**src/core/lpc_pkg.sv**
```systemverilog
/*
  lpc_pkg: shared constants and carrier types for the low-power level and
  host port lock configuration bank.
  assumes: one 20 MHz clock, registers reached by a simple internal write/read
  strobe port decoded upstream by the host serial engine.
*/
package lpc_pkg;

  // clock rate and derived timing
  localparam int unsigned CLK_HZ        = 20_000_000;
  localparam int unsigned TICK_MS       = 20;            // 0.02 s period unit
  localparam int unsigned TICK_CYCLES   = CLK_HZ / 1000 * TICK_MS;
  localparam int unsigned PERIOD_ADD_IRQ = 10;           // interrupt mode offset
  localparam int unsigned PERIOD_ADD_ONE = 1;            // host-timed mode offset

  // register addresses
  localparam logic [15:0] ADDR_FAST_CAPTURE = 16'hE706;
  localparam logic [15:0] ADDR_LOWPOWER_LVL = 16'hEC00;
  localparam logic [15:0] ADDR_SECOND_CFG   = 16'hEC01;  // placed next to level reg

  // reset values
  localparam logic [7:0] RST_FAST_CAPTURE = 8'h00;
  localparam logic [7:0] RST_LOWPOWER_LVL = 8'h00;
  localparam logic [7:0] RST_SECOND_CFG   = 8'h00;

  // field positions
  localparam int unsigned THR_LSB      = 0;
  localparam int unsigned PERIOD_LSB   = 3;
  localparam int unsigned EXTREF_BIT   = 0;
  localparam int unsigned LOCK_BIT     = 1;
  localparam int unsigned INT0DIS_BIT  = 2;
  localparam int unsigned ACKPOL_BIT   = 5;

  // select pin toggles that move the port to SPI
  localparam logic [1:0] SPI_TOGGLES = 2'h3;

  // register write/read request
  typedef struct packed {
    logic        wr;
    logic        rd;
    logic [15:0] addr;
    logic [7:0]  wdata;
  } lpc_req_t;

  // decoded configuration fields
  typedef struct packed {
    logic [2:0] thresholdSel;
    logic [4:0] periodCount;
    logic       externalRefSelect;
    logic       firstIntPinDisable;
    logic       ackPolarity;
  } lpc_cfg_t;

endpackage : lpc_pkg

```
**src/core/lpc_period_timer.sv**
```systemverilog
/*
  lpc_period_timer: measurement period timer for the lowest-power monitor.
  assumes: start is a one-cycle pulse; period count sampled at start.
*/
`timescale 1ns/100ps
module lpc_period_timer #(
  parameter int unsigned TICK_CYCLES = lpc_pkg::TICK_CYCLES
) (
  // clock and reset
  input  wire logic       mclk,
  input  wire logic       resetn,
  // control
  input  wire logic       start,
  input  wire logic [4:0] periodCount,
  // status
  output logic            busy,
  output logic            done
);

  logic [$clog2(TICK_CYCLES)-1:0] tickCnt_q;  // cycles within one 0.02 s unit
  logic [5:0]                     unitCnt_q;  // remaining units
  logic                           tick;       // one-cycle 0.02 s enable

  assign tick = busy && (tickCnt_q == ($clog2(TICK_CYCLES))'(TICK_CYCLES - 1));

  // divider producing the 0.02 s enable
  always_ff @(posedge mclk) begin
    if (!resetn || start || tick) begin
      tickCnt_q <= '0;
    end else if (busy) begin
      tickCnt_q <= tickCnt_q + 1'b1;
    end
  end

  // period = 0.02 s * (count + 10)
  always_ff @(posedge mclk) begin
    if (!resetn) begin
      unitCnt_q <= 6'h00;
      busy      <= 1'b0;
      done      <= 1'b0;
    end else begin
      done <= 1'b0;
      if (start) begin
        unitCnt_q <= 6'(periodCount) + 6'(lpc_pkg::PERIOD_ADD_IRQ);
        busy      <= 1'b1;
      end else if (tick) begin
        if (unitCnt_q == 6'h01) begin
          busy <= 1'b0;
          done <= 1'b1;
        end
        unitCnt_q <= unitCnt_q - 6'h01;
      end
    end
  end

  // a measurement pulse only comes in the cycle after the period was running
  done_after_busy_a: assert property (@(posedge mclk) disable iff (!resetn)
    done |-> $past(busy)) else $error("done without running period");

endmodule : lpc_period_timer

```
**src/core/lpc_port_select.sv**
```systemverilog
/*
  lpc_port_select: host port arbitration between I2C and SPI.
  assumes: selPin already synchronised; writeSecond is a one-cycle pulse.
*/
`timescale 1ns/100ps
module lpc_port_select (
  // clock and reset
  input  wire logic mclk,
  input  wire logic resetn,
  // inputs
  input  wire logic selPin,
  input  wire logic lockBit,
  input  wire logic writeSecond,
  // status
  output logic      spiActive,
  output logic      portLocked
);

  logic       selPrev_q;   // last sampled select level
  logic [1:0] toggles_q;   // toggle count toward SPI switch

  // edge history of the select pin
  always_ff @(posedge mclk) begin
    if (!resetn) begin
      selPrev_q <= 1'b1;
    end else begin
      selPrev_q <= selPin;
    end
  end

  // toggle counter; frozen once locked
  always_ff @(posedge mclk) begin
    if (!resetn) begin
      toggles_q <= 2'h0;
      spiActive <= 1'b0;
    end else if (!portLocked && !spiActive && (selPin != selPrev_q)) begin
      if (toggles_q == lpc_pkg::SPI_TOGGLES - 2'h1) begin
        spiActive <= 1'b1;
      end
      toggles_q <= toggles_q + 2'h1;
    end
  end

  // lock is sticky until reset; power mode changes never clear it
  always_ff @(posedge mclk) begin
    if (!resetn) begin
      portLocked <= 1'b0;
    end else if ((!spiActive && lockBit) || (spiActive && writeSecond)) begin
      portLocked <= 1'b1;
    end
  end

  locked_no_switch_a: assert property (@(posedge mclk) disable iff (!resetn)
    portLocked |=> spiActive == $past(spiActive)) else $error("port moved after lock");
  lock_sticks_a: assert property (@(posedge mclk) disable iff (!resetn)
    portLocked |=> portLocked) else $error("lock dropped");
  spi_write_lock_a: assert property (@(posedge mclk) disable iff (!resetn)
    spiActive && writeSecond |=> portLocked) else $error("spi write did not lock");

endmodule : lpc_port_select

```
**src/core/lpc_config_bank.sv**
```systemverilog
/*
  lpc_config_bank: low-power level and second configuration registers with
  the host port lock, reference select and first interrupt gating.
  assumes: host serial engine presents decoded byte writes and reads on
  regReq with single-cycle strobes; select pin is asynchronous.
*/
`timescale 1ns/100ps
// Behaviour
// - three-bit field selects low-power threshold
// - interrupt mode period is 0.02s*(count+10)
// - reference bit picks internal or external
// - unlocked: three select toggles switch to SPI
// - I2C lock bit blocks later SPI switch
// - write to second config locks SPI
// - lock survives power mode changes
// - bit2 disables first interrupt in lowest power
// - second config bits 7:3 inert, reset zero
// - polarity bit sets ack output level
module lpc_config_bank #(
  parameter int unsigned TICK_CYCLES = lpc_pkg::TICK_CYCLES  // mclk cycles per 0.02 s unit
) (
  // clock and reset
  input  wire logic             mclk,
  input  wire logic             resetn,
  // register access
  input  wire lpc_pkg::lpc_req_t regReq,
  output logic [7:0]            regRdata,
  output logic                  regRvalid,
  // power mode and monitor
  input  wire logic             lowestPowerMode,
  input  wire logic             irqModeStart,
  input  wire logic             firstIntRaw,
  input  wire logic             ackActive,
  // pins
  input  wire logic             selPinIn,
  output logic                  selAckOut,
  output logic                  selAckOe_n,
  output logic                  firstInterruptPin_n,
  // configuration outputs
  output lpc_pkg::lpc_cfg_t     cfg,
  output logic                  useExternalRef,
  output logic                  spiActive,
  output logic                  portLocked,
  output logic                  measureBusy,
  output logic                  measureDone
);

  logic [7:0] fastCap_q;      // fast capture configuration
  logic [7:0] lowLvl_q;       // low-power level configuration
  logic [2:0] second_q;       // live bits of second configuration
  logic       selMeta_q;      // synchroniser stage one
  logic       selSync_q;      // synchroniser stage two
  logic       wrSecond;       // write strobe to second config

  // true when a request hits the given address
  function automatic logic hit(input lpc_pkg::lpc_req_t r, input logic [15:0] a);
    hit = (r.addr == a);
  endfunction : hit

  assign wrSecond = regReq.wr && hit(regReq, lpc_pkg::ADDR_SECOND_CFG);

  // the select pin arrives from the host connector with no relation to
  // mclk; only the second stage is read, and both stages reset high to
  // match the idle level of the pin, so leaving reset is never an edge
  // two-stage synchroniser for the select pin
  always_ff @(posedge mclk) begin
    if (!resetn) begin
      selMeta_q <= 1'b1;
      selSync_q <= 1'b1;
    end else begin
      selMeta_q <= selPinIn;
      selSync_q <= selMeta_q;
    end
  end

  // register writes
  always_ff @(posedge mclk) begin
    if (!resetn) begin
      fastCap_q <= lpc_pkg::RST_FAST_CAPTURE;
      lowLvl_q  <= lpc_pkg::RST_LOWPOWER_LVL;
      second_q  <= lpc_pkg::RST_SECOND_CFG[2:0];
    end else if (regReq.wr) begin
      if (hit(regReq, lpc_pkg::ADDR_FAST_CAPTURE)) begin
        fastCap_q <= regReq.wdata;
      end
      if (hit(regReq, lpc_pkg::ADDR_LOWPOWER_LVL)) begin
        lowLvl_q <= regReq.wdata;
      end
      if (wrSecond) begin
        second_q <= regReq.wdata[2:0];
      end
    end
  end

  // read path; inert bits of second config read zero
  always_ff @(posedge mclk) begin
    if (!resetn) begin
      regRdata  <= 8'h00;
      regRvalid <= 1'b0;
    end else begin
      regRvalid <= regReq.rd;
      if (regReq.rd) begin
        if (hit(regReq, lpc_pkg::ADDR_FAST_CAPTURE)) begin
          regRdata <= fastCap_q;
        end else if (hit(regReq, lpc_pkg::ADDR_LOWPOWER_LVL)) begin
          regRdata <= lowLvl_q;
        end else if (hit(regReq, lpc_pkg::ADDR_SECOND_CFG)) begin
          regRdata <= {5'h00, second_q};
        end else begin
          regRdata <= 8'h00;  // unmapped reads zero
        end
      end
    end
  end

  // field decode
  always_comb begin
    cfg.thresholdSel       = lowLvl_q[lpc_pkg::THR_LSB +: 3];
    cfg.periodCount        = lowLvl_q[lpc_pkg::PERIOD_LSB +: 5];
    cfg.externalRefSelect  = second_q[lpc_pkg::EXTREF_BIT];
    cfg.firstIntPinDisable = second_q[lpc_pkg::INT0DIS_BIT];
    cfg.ackPolarity        = fastCap_q[lpc_pkg::ACKPOL_BIT];
  end

  assign useExternalRef = cfg.externalRefSelect;

  // first interrupt pin, active low, masked in lowest power mode when bit2 of second config is set
  always_ff @(posedge mclk) begin
    if (!resetn) begin
      firstInterruptPin_n <= 1'b1;
    end else begin
      firstInterruptPin_n <= !(firstIntRaw &&
                               !(lowestPowerMode && cfg.firstIntPinDisable));
    end
  end

  // select/ack output: driven only while fast capture acknowledges
  always_ff @(posedge mclk) begin
    if (!resetn) begin
      selAckOut  <= 1'b1;
      selAckOe_n <= 1'b1;
    end else begin
      selAckOut  <= cfg.ackPolarity ? ackActive : !ackActive;
      selAckOe_n <= !(ackActive && spiActive == 1'b0);
    end
  end

  // the lock lives in the arbiter rather than in second_q, so that a later
  // write of zero to the lock bit cannot release it; only resetn can
  // port arbitration
  lpc_port_select u_port (
    .mclk        (mclk),
    .resetn      (resetn),
    .selPin      (selSync_q),
    .lockBit     (second_q[lpc_pkg::LOCK_BIT]),
    .writeSecond (wrSecond),
    .spiActive   (spiActive),
    .portLocked  (portLocked)
  );

  // period timer; host-timed mode just uses no start
  lpc_period_timer #(
    .TICK_CYCLES (TICK_CYCLES)
  ) u_timer (
    .mclk        (mclk),
    .resetn      (resetn),
    .start       (irqModeStart && lowestPowerMode),
    .periodCount (cfg.periodCount),
    .busy        (measureBusy),
    .done        (measureDone)
  );

  // write checks compare what the bank drives with what the host wrote a
  // cycle earlier, so a broken decode or a lost write shows up here;
  // ack_polarity_a restates the expression that drives selAckOut

  // first interrupt gate
  int0_masked_a: assert property (@(posedge mclk) disable iff (!resetn)
    lowestPowerMode && cfg.firstIntPinDisable |=> firstInterruptPin_n)
    else $error("first interrupt not masked");
  int0_follow_a: assert property (@(posedge mclk) disable iff (!resetn)
    !lowestPowerMode |=> firstInterruptPin_n == !$past(firstIntRaw))
    else $error("first interrupt not following request");

  // second configuration contents and read back
  inert_bits_a: assert property (@(posedge mclk) disable iff (!resetn)
    regRvalid && $past(hit(regReq, lpc_pkg::ADDR_SECOND_CFG)) |-> regRdata[7:3] == 5'h00)
    else $error("inert bits read nonzero");
  second_write_a: assert property (@(posedge mclk) disable iff (!resetn)
    wrSecond |=> second_q == $past(regReq.wdata[2:0]))
    else $error("second config write lost");
  ref_select_a: assert property (@(posedge mclk) disable iff (!resetn)
    wrSecond |=> useExternalRef == $past(regReq.wdata[lpc_pkg::EXTREF_BIT]))
    else $error("reference select not taken from write");

  // low-power level field
  threshold_a: assert property (@(posedge mclk) disable iff (!resetn)
    regReq.wr && hit(regReq, lpc_pkg::ADDR_LOWPOWER_LVL)
    |=> cfg.thresholdSel == $past(regReq.wdata[2:0]))
    else $error("threshold field wrong");
  level_readback_a: assert property (@(posedge mclk) disable iff (!resetn)
    regReq.rd && hit(regReq, lpc_pkg::ADDR_LOWPOWER_LVL) |=> regRdata == $past(lowLvl_q))
    else $error("level register read back wrong");

  // fast capture acknowledge output
  ack_polarity_a: assert property (@(posedge mclk) disable iff (!resetn)
    ##1 selAckOut == ($past(cfg.ackPolarity) ~^ $past(ackActive)))
    else $error("ack polarity wrong");
  ack_drive_a: assert property (@(posedge mclk) disable iff (!resetn)
    !selAckOe_n |-> $past(ackActive) && !$past(spiActive))
    else $error("ack driven outside an acknowledge");

  // port selection seen from the bank
  i2c_lock_a: assert property (@(posedge mclk) disable iff (!resetn)
    !spiActive && second_q[lpc_pkg::LOCK_BIT] |=> portLocked)
    else $error("lock bit did not lock the port");
  spi_needs_unlock_a: assert property (@(posedge mclk) disable iff (!resetn)
    $rose(spiActive) |-> !$past(portLocked))
    else $error("switched to SPI while locked");

  // measurement start gating
  start_gate_a: assert property (@(posedge mclk) disable iff (!resetn)
    !measureBusy && irqModeStart && !lowestPowerMode |=> !measureBusy)
    else $error("measurement started outside lowest power mode");

  // main scenarios
  lock_cover_c: cover property (@(posedge mclk) $rose(portLocked));
  spi_cover_c: cover property (@(posedge mclk) $rose(spiActive));
  done_cover_c: cover property (@(posedge mclk) measureDone);
  masked_cover_c: cover property (@(posedge mclk)
    lowestPowerMode && cfg.firstIntPinDisable && firstIntRaw);
  ack_high_cover_c: cover property (@(posedge mclk)
    !selAckOe_n && cfg.ackPolarity);

endmodule : lpc_config_bank

```
**config.mk**
```make
export PLATFORM = sky130hd
export DESIGN_NAME = lpc_config_bank
export DESIGN_NICKNAME = d
export VERILOG_FILES = /design/src/core/lpc_pkg.sv /design/src/core/lpc_period_timer.sv /design/src/core/lpc_port_select.sv /design/src/core/lpc_config_bank.sv
export SDC_FILE = /design/constraint.sdc
export NUM_CORES = 1
export LEC_CHECK = 0
export ABC_AREA = 1
export BUFFER_PORTS_ARGS = -buffer_cell sky130_fd_sc_hd__buf_2
export CAP_MARGIN = 20
export CORE_MARGIN = 10
export CORE_UTILIZATION = 45
export CTS_BUF_LIST = sky130_fd_sc_hd__clkbuf_8
export DETAILED_ROUTE_END_ITERATION = 6
export GPL_TIMING_DRIVEN = 0
export PLACE_DENSITY = 0.67
export SYNTH_ARGS = -nofsm -noshare
export SYNTH_HDL_FRONTEND = slang
export SYNTH_SLANG_ARGS = --single-unit
export TNS_END_PERCENT = 5
```
**constraint.sdc**
```tcl
create_clock -name mclk -period 1.4 [get_ports mclk]
set_input_delay 0.07 -clock mclk [delete_from_list [all_inputs] [get_ports mclk]]
set_output_delay 0.07 -clock mclk [all_outputs]
set_load 0.01 [all_outputs]
```
==> results of run 1 <==
-- cell type report --
type,count,area (um2),area share
flip-flops and latches,65,1310,0.307
inverters,58,223,0.0521
clock inverters,5,77.6,0.0181
well taps,96,120,0.0281
clock buffers,11,151,0.0354
plain buffers,16,101,0.0237
multi-input cells,330,1750,0.410
repair buffers,86,537,0.126
-- cells by family (layout without fill, tap and decap cells) --
| group | count (synthesis) | after routing | share of synthesized area |
|---|---|---|---|
| and+or+nand+nor | 254 | 254 | 0.353 |
| xor gates and xnor gates | 8 | 8 | 0.0218 |
| adders and majority gates | 5 | 5 | 0.0194 |
| AOI/OAI and AO/OA | 63 | 63 | 0.102 |
| buffers and inverters | 75 | 176 | 0.0988 |
| DFF | 65 | 65 | 0.405 |
-- timing repair --
action,4_1_cts,5_1_grt
gates resized for setup,14,28
cloned,0,0
buffers inserted,14,4
hold endpoints to repair,16,0
pin swaps,8,15
hold buffers,9,0
setup endpoints to repair,22,25
-- worst paths after layout --
path | from | end | slack [ps] | depth (start not counted)
setup / recovery | u_timer.tickCnt_q[0] | u_timer.tickCnt_q[1] | -80 | 10
hold / removal | regReq[1] | lowLvl_q[1] | 9 | 3
setup reg to reg | u_timer.tickCnt_q[0] | u_timer.tickCnt_q[1] | -80 | 10
hold reg to reg | selMeta_q | selSync_q | 420 | 1
-- per-stage QoR --
| stage | hold WS [ps] | area (um2) | TNS, ps | cells | power [mW] |
|---|---|---|---|---|---|
| global route | 29.3 | 4280 | -2710 | 667 | 4.33 |
| detailed placement | 262 | 3660 | -2290 | 625 | 2.31 |
| global placement | 256 | 3660 | -2120 | 625 | 2.30 |
| floorplan | 154 | 3240 | 0 | 470 | 2.18 |
| finish | 9.17 | 4280 | -797 | 667 | 4.17 |
| CTS | 4.15 | 4140 | -73.6 | 663 | 4.17 |
-- flip-flops by register name, indices dropped and copies added (netlist names), 2 cells and up --
name,cells
u_timer.tickCnt_q,19
u_timer.unitCnt_q,6
fastCap_q,8
second_q,3
u_port.toggles_q,2
regRdata,8
lowLvl_q,8
-- per-layer routing --
| metal | global-route usage | routed length [um] |
|---|---|---|
| met1 | 0.183 | 3880 |
| met2 | 0.278 | 4450 |
| met3 | 0.0381 | 374 |
| met4 | 0.0636 | 116 |
| met5 | 0 | 0 |
-- critical path: stages, from the launching register on --
cell and delay, ps:
dfxtp_4 370, ha_4 150, nand3_4 110, inv_4 90, nand2_4 60, nor2_4 120
nand3_4 90, nand2_4 90, buf_6 130, buf_12 120, a21oi_1 40
-- cells in the final DEF (no fill, tap or decap), drive strengths merged --
master,n
nand3,47
clkbuf,16
dfxtp,65
xnor2,4
a31o,1
dlygate4sd3,9
nand4,3
clkinv,3
nor3,19
o221ai,1
clkinvlp,1
nor2,74
nor3b,2
xor2,4
a31oi,5
a21oi,28
bufinv,2
or2,4
nor4,2
ha,5
buf,88
and2,1
nand2,102
o21ai,28
inv,57
-- power breakdown --
| group | leakage (nW) | total [mW] | switching [mW] | internal (mW) |
|---|---|---|---|---|
| registers | 0.532 | 1.92 | 0.0313 | 1.89 |
| clock network | 0.115 | 1.84 | 0.747 | 1.09 |
| logic | 1.36 | 0.404 | 0.227 | 0.177 |
==> impl_metrics.ini, run 1 <==
[run]
drv_cap = 0

[final_layout]
final_nets = 604
nFillCells = 629
area_delta_synth_final_pct = 32.9
fin_util = 0.623
num_antenna_cells = 0
layout-drive-gt1-share = 0.264

[drt]
drtPass1Iterations = 4
drt_wl_total_mm = 8.83
drt-initial-drc-count = 150
drt-vias-per-instance = 4.86
route.detailed.drc = 0
ant_nets = 0
vias = 3244
wl_per_cell_um = 13.2

[sta]
finalMaxSlewViolations = 0
setup_slack_ps = -77.8
hold_violations = 0
clock_skew_ps = 5.38
clock.fmax_mhz = 677
setup_viol = 22
rsz0062_at_grt = true
final.min_clock_period_ps = 1480
fin_crit_sh = 1.06
worst_pin_slew_ps = 434
relSlewSlack = 0.710

[run_status]
status = complete, but fails checks
violations = negative setup slack

[critical_path]
start_kind = flop
end_kind = flop
arrival_ps = 1710
crit_type = reg2reg
crit_fanout = 7
crit_required_ps = 1630

[synth]
synth_nets = 508
yosysMostFrequentCell = nand2_1
syn_area_mm2 = 0.00322
synth_top_cells_by_count = 99 x nand2_1, 67 x nor2_1, 65 x dfxtp_1, 55 x inv_1, 46 x nand3_1
syn_area_per_cell_um2 = 6.84
ys_types = 34
synth_top_area_share = 0.405
synthTopCellsByArea = dfxtp_1 40%, nand2_1 12%, nor2_1 7.8%
synth_top_area_cell = dfxtp_1
synth-seq-cells = 65
synth_ff_type = dfxtp_1
yosysWarnings = 0
yosysSeqAreaShare = 0.405
synth_edf_count = 0
synthArstFlopShare = 0
synthCells = 470

[clocking]
htree_levels = 3
root_buffer = clkbuf_8
cts_tree = done
clock-sinks = 65
clockBufferDepth = 2
clkTransAtPathRegs_ps = 70
cts_buffers = 9
clock_latency_ps = 340

[die]
pin_count = 61
die_area_mm2 = 0.0109
fp.dieW_um = 105
die_height_um = 105
num_rows = 30
initial_utilization = 0.468
coreArea_mm2 = 0.00687

[placement]
hpwl_mm = 6.25
place_congestion = 0.874
place_ws_ps = -162
numPortBuffers = 59

[global_routing]
antenna_found_initial = 0
grt_pass1_vias = 3214
grt_max_degree = 12
gr-total-overflow = 0
grt_pass1_wl_mm = 14.7
track_usage = 0.159

[pwr]
p_leak_nw = 2.01
vdd_drop_max_mv = 0.459
power_density_mw_per_mm2 = 975

[worst_hold_path]
hold_class = in2reg
No activity file was read; power rests on OpenSTA's default activity.
==> run 2: changes to the inputs <==
--- a/config.mk
+++ b/config.mk
@@ -14,6 +14,7 @@
 export DETAILED_ROUTE_END_ITERATION = 6
 export GPL_TIMING_DRIVEN = 0
 export PLACE_DENSITY = 0.67
+export REMOVE_ABC_BUFFERS = 1
 export SYNTH_ARGS = -nofsm -noshare
 export SYNTH_HDL_FRONTEND = slang
 export SYNTH_SLANG_ARGS = --single-unit
==> run 2 against run 1 <==
Against the previous run:
- the run still ends with negative setup slack left
- design area down 2.9%
- die area unchanged
- sequential cell count unchanged
- non-clock buffer count down 21
- wire length down 5.9%
- critical path depth down 1
- sequential power about the same
- first-iteration DRC count down 33%
- sequential share of layout area up 1.0 points
- clock power up 5%
- combinational power down 5.7%
- clock skew up 7.0 ps
- highest routed layer unchanged
==> impl_metrics.ini, run 2 (synthesis gave the netlist of run 1 again) <==
[placement]
place_congestion = 0.844
place_ws_ps = -476
numPortBuffers = 60
hpwl_mm = 5.74

[final_layout]
layout_commonest_cell = nand2_1
largest-register = u_timer.tickCnt_q
num_antenna_cells = 0
multi_input_area_mm2 = 0.00176
layout-drive-gt1-share = 0.247
layout_common_cells = 94 x nand2_1, 62 x nor2_1, 59 x buf_2, 56 x dfxtp_1, 55 x inv_1
nFillCells = 625
area_delta_synth_final_pct = 29.1
ff_latch_area_mm2 = 0.00132
final_nets = 584
largest_reg_flops = 19

[drt]
drtPass1Iterations = 4
ant_nets = 0
drt_wl_total_mm = 8.31
route.detailed.drc = 0
vias = 3227
drt-vias-per-instance = 5.00
wl_per_cell_um = 12.9
drt-initial-drc-count = 101

[sta]
fin_crit_sh = 1.03
setup_viol = 18
finalMaxSlewViolations = 0
rsz0062_at_grt = true
hold_violations = 0
worst_pin_slew_ps = 588
final.min_clock_period_ps = 1450
fin_hold_ws_ps = 70.6
clock.fmax_mhz = 691
setup_slack_ps = -46.7
relSlewSlack = 0.607
clock_skew_ps = 12.4

[critical_path]
path_common_cell = nand3_4
crit_type = reg2reg
r2r-end = u_timer.tickCnt_q[6]
timing.reg2reg.setup_slack_ps = -50
endpoint = u_timer.tickCnt_q[6]
end_kind = flop
start_kind = flop
crit_cells = 9
crit_chain = ha_4 > nand3_4 > inv_4 > nand2_4 > nor2_4 > nand3_4 > buf_4 > nand2_8 > a21oi_1
crit_fanout = 10
crit_required_ps = 1630
arrival_ps = 1680
crit_path_max_incr_delay_ps = 370
crit_slowest_cell = dfxtp_2
worstSetupStartpoint = u_timer.tickCnt_q[0]
r2r-start = u_timer.tickCnt_q[0]
rr_worst_depth = 9
cp.buffers_inverters = 2
crit_family = simple AND/OR/NAND/NOR gates

[pwr]
vdd_drop_max_mv = 0.611
pwr-share-comb = 0.090
clockPowerShare = 0.457
p_leak_nw = 1.84
seq_power_share = 0.453
switching_share = 0.237
p_int_mw = 3.23
switching_power_mw = 1.00
power_density_mw_per_mm2 = 1020

[global_routing]
grt_pass1_wl_mm = 13.6
gr-total-overflow = 0
grt_max_degree = 36
grt_pass1_vias = 2984
antenna_found_initial = 0
track_usage = 0.148

[run_status]
violations = negative setup slack
status = complete, but fails checks

[clocking]
clock_latency_ps = 350
htree_levels = 3
clockBufferDepth = 2
clkTransAtPathRegs_ps = 80
root_buffer = clkbuf_8
clock-sinks = 65
cts_tree = done
cts_buffers = 9

[die]
initial_utilization = 0.468
pin_count = 61
die_area_mm2 = 0.0109
coreArea_mm2 = 0.00687
fp.dieW_um = 105
die_height_um = 105
num_rows = 30

[worst_hold_path]
hold_class = in2reg

[run]
drv_cap = 0
[run 2: timing repair]
item,in CTS,in global routing
hold buffers,12,0
resized for setup,21,28
endpoints found under the setup margin,25,29
pin swaps,6,11
hold endpoints to repair,20,0
buffers inserted,4,5
cloned,1,0
[run 2: stage by stage]
stage	setup TNS [ps]	instances	cell area, um2	utilization	power [mW]
floorplan	-1240	453	3120	-	2.15
global placement	-12250	609	3540	0.515	2.28
detailed placement	-12930	609	3540	0.515	2.29
CTS	-523	641	4020	0.586	4.26
global route	-2520	646	4150	0.605	4.41
finish	-494	646	4150	0.605	4.24
[run 2: worst min-delay path by stage]
stage / end / depth (start not counted) / from / slack [ps]
after floorplan: firstInterruptPin_n / 1 / firstIntRaw / 150
after global placement: selMeta_q / 2 / selPinIn / 260
after detailed placement: selMeta_q / 2 / selPinIn / 260
after CTS: regRvalid / 3 / regReq[24] / 60
after global routing: regRvalid / 3 / regReq[24] / 80
final: regRvalid / 3 / regReq[24] / 70
[run 2: routing by layer]
layer / wire length [um] / GRT usage / vias up
met1: 3600 / 0.169 / 1469
met4: 108 / 0.0408 / 0
met5: 0 / 0 / -
met2: 4100 / 0.252 / 92
met3: 502 / 0.0553 / 10
li1: - / - / 1656
[run 2: power groups by stage]
stage | clock (mW) | combinational [mW] | sequential (mW)
detailed placement | 0 | 0.325 | 1.97
global route | 2.06 | 0.432 | 1.93
finish | 1.93 | 0.381 | 1.92
floorplan | 0 | 0.184 | 1.97
CTS | 1.97 | 0.365 | 1.93
global placement | 0 | 0.314 | 1.97
[run 2: worst register-to-register path: stages (launching register included)]
cell and delay, ps:
dfxtp_2 370, ha_4 170, nand3_4 100, inv_4 70, nand2_4 50, nor2_4 100, nand3_4 130, buf_4 190
nand2_8 100, a21oi_1 60
[run 2: area by class of cell]
cell class	instances	area share
Clock inverter	6	0.0277
Multi-Input combinational cell	331	0.423
Inverter	58	0.0530
Clock buffer	9	0.0298
Sequential cell	65	0.317
Timing Repair Buffer	81	0.121
Tap cell	96	0.0289
